==> src/uwc_pkg.sv <==
// Constants for the serial wire control block: offsets, fields, resets.
// Assumes an 8-bit register port with byte-wide data.
package uwc_pkg;
   // ----------------------------------------
   // Register map
   // ----------------------------------------
   localparam logic [7:0] CTRL_OFS = 8'hB8;
   localparam logic [7:0] STAT_OFS = 8'hB9;
   localparam logic [7:0] DATA_OFS = 8'hBA;
   localparam logic [7:0] CTRL_RST = 8'h00;
   localparam logic [7:0] STAT_RST = 8'h00;
   localparam logic [7:0] DATA_RST = 8'h00;
   localparam logic [3:0] CNT_RST = 4'h0;
   localparam logic [3:0] CNT_MAX = 4'hF;

   // ----------------------------------------
   // Control field positions
   // ----------------------------------------
   localparam int C_SIE = 7;
   localparam int C_OIE = 6;
   localparam int C_WM_HI = 5;
   localparam int C_WM_LO = 4;
   localparam int C_CS_HI = 3;
   localparam int C_CS_LO = 2;
   localparam int C_CLK = 1;
   localparam int C_TC = 0;

   // ----------------------------------------
   // Status field positions
   // ----------------------------------------
   localparam int S_SIF = 7;
   localparam int S_OIF = 6;
   localparam int S_PF = 5;
   localparam int S_DC = 4;
   localparam int S_CNT_HI = 3;

   // ----------------------------------------
   // Modes
   // ----------------------------------------
   typedef enum logic [1:0] {
      WM_OFF = 2'h0,
      WM_THREE = 2'h1,
      WM_TWO = 2'h2,
      WM_TWO_HOLD = 2'h3
   } uwc_wm_t;

   typedef enum logic [1:0] {
      CS_SOFT = 2'h0,
      CS_TIMER = 2'h1,
      CS_EXT_POS = 2'h2,
      CS_EXT_NEG = 2'h3
   } uwc_cs_t;
endpackage

==> src/uwc_top.sv <==
// Serial wire control: counter, flags, wire-mode pin steering.
// Assumes port bits come from port logic on the same clock and the
// serial pins are asynchronous; global interrupt enable lives outside.
//
// Operation
// - Stop sets stop flag, write-one clears
// - Collision bit: shift MSB differs from pin
// - Counter readable and writable in status
// - Counter ticks from edge, timer or strobe
// - Toggle strobe plus clock strobe clocks counter in external select
// - External clock counts even with outputs off
// - Control layout, strobes write-only, reset zero
// - Start enable gates start request
// - Overflow enable gates overflow request
// - Mode affects outputs and start/stop flags, inputs always live
// - Mode zero: ordinary port pins
// - Three-wire: data output overrides port bit
// - Two-wire data open-drain, low on zero
// - Two-wire clock low on port zero or hold
// - Start hold keeps clock low until cleared
// - Two-wire disables both pull-ups
// - Mode three also holds on overflow
// - Start flag: start in two-wire, else tick
// - Overflow flag on wrap, write-one clears
// - Source zero: clock strobe clocks both
`timescale 1ns/10ps
module uwc_top (
   // Clock and reset
   input wire logic clk_sys_in,
   input wire logic rst_n_in,
   // Register port
   input wire logic [7:0] addr_in,
   input wire logic [7:0] wdata_in,
   input wire logic wr_in,
   input wire logic rd_in,
   output logic [7:0] rdata_out,
   // Port register bits from the port logic
   input wire logic port_do_in,
   input wire logic ddr_do_in,
   input wire logic port_sda_in,
   input wire logic ddr_sda_in,
   input wire logic port_scl_in,
   input wire logic ddr_scl_in,
   input wire logic timer_match_in,
   // Serial pins, asynchronous inputs
   input wire logic data_input_pin_in,
   input wire logic serial_clock_pin_in,
   // Data output pin
   output logic do_out,
   output logic do_oe_out,
   output logic do_pullup_out,
   // Data pin (SDA) drive
   output logic sda_out,
   output logic sda_oe_out,
   output logic sda_pullup_out,
   // Clock pin (SCL) drive
   output logic scl_out,
   output logic scl_oe_out,
   output logic scl_pullup_out,
   output logic scl_toggle_out,
   // Interrupt requests before the global enable
   output logic start_irq_out,
   output logic ovf_irq_out
);
   // ----------------------------------------
   // Reset release
   // ----------------------------------------
   logic rst_a_q;
   logic rst_n;

   // Two flops so the release is clean to the clock
   always_ff @(posedge clk_sys_in or negedge rst_n_in) begin
      if (!rst_n_in) begin
         rst_a_q <= 1'b0;
         rst_n <= 1'b0;
      end else begin
         rst_a_q <= 1'b1;
         rst_n <= rst_a_q;
      end
   end

   // ----------------------------------------
   // Pin synchronisers
   // ----------------------------------------
   logic sda_a_q, sda_s_q, sda_p_q;
   logic scl_a_q, scl_s_q, scl_p_q;

   // Inputs sampled in every mode; previous copy for edges
   always_ff @(posedge clk_sys_in or negedge rst_n) begin
      if (!rst_n) begin
         sda_a_q <= 1'b1;
         sda_s_q <= 1'b1;
         sda_p_q <= 1'b1;
         scl_a_q <= 1'b1;
         scl_s_q <= 1'b1;
         scl_p_q <= 1'b1;
      end else begin
         sda_a_q <= data_input_pin_in;
         sda_s_q <= sda_a_q;
         sda_p_q <= sda_s_q;
         scl_a_q <= serial_clock_pin_in;
         scl_s_q <= scl_a_q;
         scl_p_q <= scl_s_q;
      end
   end

   // ----------------------------------------
   // Decode and events
   // ----------------------------------------
   logic sie_q, oie_q, clk_sel_q;
   uwc_pkg::uwc_wm_t wm_q;
   uwc_pkg::uwc_cs_t cs_q;
   logic [3:0] cnt_q;
   logic [7:0] sh_q;
   logic sif_q, oif_q, pf_q;
   logic two_wire, wr_ctrl, wr_stat, wr_data;
   logic scl_pos, scl_neg, scl_any;
   logic start_det, stop_det;
   logic sw_tick, tc_tick, cnt_tick, sh_tick, wrap;
   logic [1:0] w_cs;

   assign two_wire = wm_q[1];
   assign wr_ctrl = wr_in && (addr_in == uwc_pkg::CTRL_OFS);
   assign wr_stat = wr_in && (addr_in == uwc_pkg::STAT_OFS);
   assign wr_data = wr_in && (addr_in == uwc_pkg::DATA_OFS);
   assign w_cs = wdata_in[uwc_pkg::C_CS_HI:uwc_pkg::C_CS_LO];

   // Edges on synchronised clock; both count when external
   assign scl_pos = scl_s_q && !scl_p_q;
   assign scl_neg = !scl_s_q && scl_p_q;
   assign scl_any = scl_pos || scl_neg;

   // Start/stop seen on the data line while clock stays high
   assign start_det = two_wire && scl_s_q && scl_p_q && !sda_s_q && sda_p_q;
   assign stop_det = two_wire && scl_s_q && scl_p_q && sda_s_q && !sda_p_q;

   // Strobes act with the source written beside them
   assign sw_tick = wr_ctrl && wdata_in[uwc_pkg::C_CLK] && (w_cs == 2'h0);
   assign tc_tick = wr_ctrl && wdata_in[uwc_pkg::C_TC] && w_cs[1]
                    && wdata_in[uwc_pkg::C_CLK];

   // Counter clock select
   always_comb begin
      cnt_tick = sw_tick || tc_tick;
      if (cs_q == uwc_pkg::CS_TIMER) begin
         cnt_tick = cnt_tick || timer_match_in;
      end else if (cs_q[1] && !clk_sel_q) begin
         cnt_tick = cnt_tick || scl_any;
      end
   end

   // Shift clock select: one edge only when external
   always_comb begin
      unique case (cs_q)
         uwc_pkg::CS_SOFT: sh_tick = sw_tick;
         uwc_pkg::CS_TIMER: sh_tick = timer_match_in;
         uwc_pkg::CS_EXT_POS: sh_tick = scl_pos;
         uwc_pkg::CS_EXT_NEG: sh_tick = scl_neg;
      endcase
   end

   assign wrap = cnt_tick && (cnt_q == uwc_pkg::CNT_MAX) && !wr_stat;

   // ----------------------------------------
   // Control register
   // ----------------------------------------
   // Clock-select copy keeps the write value but reads as zero
   always_ff @(posedge clk_sys_in or negedge rst_n) begin
      if (!rst_n) begin
         sie_q <= 1'b0;
         oie_q <= 1'b0;
         wm_q <= uwc_pkg::WM_OFF;
         cs_q <= uwc_pkg::CS_SOFT;
         clk_sel_q <= 1'b0;
      end else if (wr_ctrl) begin
         sie_q <= wdata_in[uwc_pkg::C_SIE];
         oie_q <= wdata_in[uwc_pkg::C_OIE];
         wm_q <= uwc_pkg::uwc_wm_t'(wdata_in[uwc_pkg::C_WM_HI:uwc_pkg::C_WM_LO]);
         cs_q <= uwc_pkg::uwc_cs_t'(w_cs);
         clk_sel_q <= wdata_in[uwc_pkg::C_CLK];
      end
   end

   // ----------------------------------------
   // Counter and shift register
   // ----------------------------------------
   // Software write beats a tick in the same cycle
   always_ff @(posedge clk_sys_in or negedge rst_n) begin
      if (!rst_n) begin
         cnt_q <= uwc_pkg::CNT_RST;
      end else if (wr_stat) begin
         cnt_q <= wdata_in[uwc_pkg::S_CNT_HI:0];
      end else if (cnt_tick) begin
         cnt_q <= cnt_q + 4'h1;
      end
   end

   // Left shift, data pin into bit 0; write wins over shift
   always_ff @(posedge clk_sys_in or negedge rst_n) begin
      if (!rst_n) begin
         sh_q <= uwc_pkg::DATA_RST;
      end else if (wr_data) begin
         sh_q <= wdata_in;
      end else if (sh_tick) begin
         sh_q <= {sh_q[6:0], sda_s_q};
      end
   end

   // ----------------------------------------
   // Status flags
   // ----------------------------------------
   // A set in the clearing cycle wins, so no event is lost
   always_ff @(posedge clk_sys_in or negedge rst_n) begin
      if (!rst_n) begin
         sif_q <= 1'b0;
         oif_q <= 1'b0;
         pf_q <= 1'b0;
      end else begin
         if (two_wire ? start_det : cnt_tick) begin
            sif_q <= 1'b1;
         end else if (wr_stat && wdata_in[uwc_pkg::S_SIF]) begin
            sif_q <= 1'b0;
         end
         if (wrap) begin
            oif_q <= 1'b1;
         end else if (wr_stat && wdata_in[uwc_pkg::S_OIF]) begin
            oif_q <= 1'b0;
         end
         if (stop_det) begin
            pf_q <= 1'b1;
         end else if (wr_stat && wdata_in[uwc_pkg::S_PF]) begin
            pf_q <= 1'b0;
         end
      end
   end

   // Stop flag feeds no request; only start and overflow do
   assign start_irq_out = sif_q && sie_q;
   assign ovf_irq_out = oif_q && oie_q;

   // ----------------------------------------
   // Register read
   // ----------------------------------------
   logic [7:0] stat_v;

   assign stat_v = {sif_q, oif_q, pf_q, sh_q[7] != sda_s_q, cnt_q};

   // Data one cycle after the strobe; strobe bits read zero
   always_ff @(posedge clk_sys_in or negedge rst_n) begin
      if (!rst_n) begin
         rdata_out <= 8'h00;
      end else if (rd_in) begin
         unique case (addr_in)
            uwc_pkg::CTRL_OFS: rdata_out <= {sie_q, oie_q, wm_q, cs_q, 2'h0};
            uwc_pkg::STAT_OFS: rdata_out <= stat_v;
            uwc_pkg::DATA_OFS: rdata_out <= sh_q;
            default: rdata_out <= 8'h00;
         endcase
      end else begin
         rdata_out <= 8'h00;
      end
   end

   // ----------------------------------------
   // Pin steering
   // ----------------------------------------
   logic hold_start, hold_ovf;

   // Holds need the clock driver enabled by its direction bit
   assign hold_start = two_wire && sif_q;
   assign hold_ovf = (wm_q == uwc_pkg::WM_TWO_HOLD) && oif_q;

   // Three-wire overrides the port bit only; mode zero is plain port
   assign do_out = (wm_q == uwc_pkg::WM_THREE) ? sh_q[7] : port_do_in;
   assign do_oe_out = ddr_do_in;
   assign do_pullup_out = !ddr_do_in && port_do_in;

   // Open drain: only ever drives low in two-wire
   assign sda_out = two_wire ? 1'b0 : port_sda_in;
   assign sda_oe_out = ddr_sda_in && (!two_wire || !sh_q[7] || !port_sda_in);
   assign scl_out = two_wire ? 1'b0 : port_scl_in;
   assign scl_oe_out = ddr_scl_in
                       && (!two_wire || !port_scl_in || hold_start || hold_ovf);
   assign sda_pullup_out = !two_wire && !ddr_sda_in && port_sda_in;
   assign scl_pullup_out = !two_wire && !ddr_scl_in && port_scl_in;

   // Toggle strobe flips the clock port bit held outside
   assign scl_toggle_out = wr_ctrl && wdata_in[uwc_pkg::C_TC];
endmodule

==> config.mk <==
export PLATFORM = sky130hd
export DESIGN_NAME = uwc_top
export DESIGN_NICKNAME = d
export VERILOG_FILES = /design/src/uwc_pkg.sv /design/src/uwc_top.sv
export SDC_FILE = /design/constraint.sdc
export NUM_CORES = 1
export LEC_CHECK = 0
export ABC_AREA = 1
export BUFFER_PORTS_ARGS = -buffer_cell sky130_fd_sc_hd__buf_2
export CAP_MARGIN = 20
export CORE_MARGIN = 2
export CORE_UTILIZATION = 40
export CTS_BUF_LIST = sky130_fd_sc_hd__clkbuf_16
export CTS_CLUSTER_DIAMETER = 50
export DETAILED_ROUTE_END_ITERATION = 8
export PLACE_DENSITY = 0.64
export SYNTH_ARGS = -nofsm -noshare
export SYNTH_HDL_FRONTEND = slang
export SYNTH_SLANG_ARGS = --single-unit
==> constraint.sdc <==
create_clock -name clk_sys_in -period 1.4 [get_ports clk_sys_in]
set_input_delay 0.14 -clock clk_sys_in [delete_from_list [all_inputs] [get_ports clk_sys_in]]
set_output_delay 0.14 -clock clk_sys_in [all_outputs]
set_load 0.01 [all_outputs]
==> results.txt <==
* Global-route wire length before repair: 8710 um
- Count of distinct cell types in the synthesized netlist: 36
- Number of global-route vias before repair: 1918
- Summed instance area of the synthesized netlist: 2090 um^2
- Placed cell count: 400
- Across the routed clock network, the largest skew measured is 0.00620 ns.
* Final Routed Wirelength: 5050 um
* Biggest area contributors in the synthesized netlist: sky130_fd_sc_hd__dfrtp_1 38%, sky130_fd_sc_hd__nand2_1 16%, sky130_fd_sc_hd__dfstp_2 7.5%
- No sink is reached through more buffers than the 2 on the longest clock path.
- In this run the cell area measured after placement is 2510 um^2.
- For the worst setup path, the data required time is 1.56 ns.
- TritonCTS clock tree: built
- Antenna Violating Nets Remaining: 0
* Peak fanout along the critical path: 8
* Crit-path max cell delay: 0.53 ns
* Highest clock rate: 0.661 GHz
- Summed over all layers, the global routing overflow is 0.
* Net count after synthesis: 305
* GP Congestion: 0.841
* Synthesized area per cell: 7.67 um^2
* Critical Path End Type: flip-flop
- Clock-pin slew was measured on the worst setup and hold paths at 0.06 ns.
- Power density over cell area: 1230 nW/um^2
* Area enclosed by the die boundary: 5830 um^2
- Synthesis handed over a netlist of 273 instances.
* MaxCap Viol Count: 0
- STA puts the critical path data arrival time at 1.67 ns.
* Core utilization of the finished layout: 56.3%
* Overall global routing resource usage: 18.6%
- The core region is 5070 um^2.
- Share of flip-flops with an asynchronous set or reset: 100%
* Starting utilization of the core area: 41.2%
* Yosys warning total: 0
- Of the post-synthesis cell area, the dominant cell type holds 38.3%.
* Fraction of final layout cells with drive strength greater than 1: 35.7%
- In this run the number of H-tree levels came out at 2.
- Finish-stage setup viols: 12
- The die is 76.3 um wide.
* Count of filler cells inserted in the layout: 491
- Flip-flop and latch count after synthesis: 38
* Pleak: 1.58 nW
- Cell row count: 26
- Post-layout instance area: 2860 um^2
- Setup repair after global routing missed its margin: true
- HPWL Detailed: 3690 um
- Power, Total: 3.53 mW
- Largest net degree at the start of global routing: 37
* Clock network latency to the later pin of the worst-skew pair: 0.27 ns
- For this block, the initial DRC count from the detailed router was 141.
- I/O pin count: 49
* Maximum ir drop on the vdd rail: 0.000718 V
- Highest-delay cell along the critical path: sky130_fd_sc_hd__dfstp_2
- Hold Path Class: in2reg
- The setup path with the least slack is of type reg2reg.
- Number of buffers added by the clock tree synthesis step: 5
- The final max-slew violation count came to 0.
- Post-synth EDFFs: 0
- Cell types with the highest counts after synthesis: 89 x sky130_fd_sc_hd__nand2_1, 42 x sky130_fd_sc_hd__inv_1, 32 x sky130_fd_sc_hd__dfrtp_1, 20 x sky130_fd_sc_hd__o21ai_0, 17 x sky130_fd_sc_hd__nor2_1
* Most common cell in the synthesized netlist: sky130_fd_sc_hd__nand2_1
* Top_reg_cell synth: sky130_fd_sc_hd__dfrtp_1
* Growth of design area from synthesis to finish: 36.6%
* Largest area contributor in the synthesized netlist: sky130_fd_sc_hd__dfrtp_1
* Number of antenna violations at the first check in global routing: 0
* Violated checks: setup timing
* Count of nets after finishing: 378
- Count of unresolved DRC violations after routing: 0
- 0 antenna diodes ended up in the layout.
* Final cell count without fillers: 417
* Total via count in the routed design: 1966
* Final routed wire length divided by cell count: 12.1 um
* Sequential-to-total area share from yosys stat: 45.8%
* Setup ws final: -0.113 ns
- Tmin final: 1.51 ns
- For this design, the sink count on the clock tree is 38.
- The die is 76.3 um tall.
* Final period utilization: 108%
- Final number of hold-violating endpoints: 0
- Number of iterations in the first detailed-routing pass: 4
* Per-cell via count in the routed design: 4.71
- Clock Tree Root: sky130_fd_sc_hd__clkbuf_16
- Cells along the critical path: inv_2 > ha_4 > o21ai_2 > o22a_1 > o21ai_2 > inv_2 > nand2_4 > nand2_1 > nand2_1
- Nature of the critical path startpoint: flip-flop
- Outcome: complete, but fails checks
* Port Buffers: 48
[worst paths after layout]
check	startpoint	end	slack, ns	depth (start not counted)
worst max register to register	scl_p_q$_DFF_PN1_	sh_q[2]$_DFFE_PN0P_	-0.11	9
worst min-delay path	wdata_in[5]	wm_q[1]$_DFFE_PN0N_	0.12	3
worst min register to register	rst_n$_DFF_PN0_	clk_sel_q$_DFFE_PN0N_	0.27	1
max in group asynchronous	rst_n$_DFF_PN0_	sda_p_q$_DFF_PN1_	0.78	1
min in group asynchronous	rst_n_in	rst_a_q$_DFF_PN0_	0.18	2
worst max-delay path	scl_p_q$_DFF_PN1_	sh_q[2]$_DFFE_PN0P_	-0.11	9
[power by group]
group	total (mW)	internal [mW]	switching [mW]
clock	1.22	0.826	0.395
sequential	1.44	1.29	0.151
combinational	0.862	0.364	0.499
total	3.53	2.48	1.04
[metal layers]
| layer | vias to the layer above | share of wire (%) | track usage [%] |
|---|---|---|---|
| met3 | 4 | 4.0 | 3.44 |
| met1 | 909 | 47 | 24.6 |
| met4 | 0 | 1.2 | 6.73 |
| met5 | - | 0 | 0 |
| met2 | 52 | 48 | 30.7 |
| li1 | 1001 | - | - |
[flip-flops by register name, indices dropped and copies added, names as in the netlist, 2 cells and up]
name       count
rdata_out      8
sh_q           8
cnt_q          4
cs_q           2
wm_q           2
[what timing repair did]
action,CTS,global route
hold buffers,3,0
endpoints found under the hold margin,4,0
resized for setup,16,11
setup buffers,6,0
setup endpoints to repair,17,18
pin swaps,17,8
[worst max-delay path, delay by kind of cell (launching register included)]
kind	cells	cell delay, ns
AOI/OAI and AO/OA	3	0.32
adders and majority gates	1	0.14
buffers and inverters	2	0.17
DFF	1	0.53
and+or+nand+nor	3	0.24
[cell type report]
class,count,area [um^2],area share (%)
clock inverter,3,37.5,1.31
inverter,49,186,6.52
multi-input combinational,182,1040,36.4
timing repair buffer,70,424,14.8
tap,70,87.6,3.06
sequential,38,958,33.5
clock buffer,5,125,4.38
[cell families after synthesis]
group                      Yosys count  synth area share [%]
buffers and inverters               53                  10.2
xor gates and xnor gates             1                 0.418
AOI/OAI and AO/OA                   37                  10.4
adders and majority gates            3                  1.79
and+or+nand+nor                    140                  31.3
other                                1                 0.179
DFF                                 38                  45.8
[cells in the final DEF, fill, tap and decap left out, drive strengths merged]
cell type    instances
a21oi                3
o22a                 1
o221ai               4
nand2               93
dfstp                6
buf                 67
or2                  1
ha                   3
o31ai                1
clkinv               1
dlygate4sd3          3
bufinv               1
nor2                22
nand3               16
xor2                 1
nor3                 5
o22ai                3
conb                 1
dfrtp               32
a21boi               1
clkbuf               5
inv                 50
nand4                3
o21ai               23
a31oi                1
[metrics by stage]
step | hold WS (ns) | TNS [ns] | setup WS [ns]
after global placement | -0.0748 | -1.27 | -0.0977
after CTS | 0.118 | -0.675 | -0.0745
final | 0.120 | -0.905 | -0.113
after global routing | 0.142 | -2.12 | -0.219
after detailed placement | -0.0729 | -1.61 | -0.137
after floorplan | -0.156 | -0.266 | -0.0284
(Power assumes the default switching activity.)
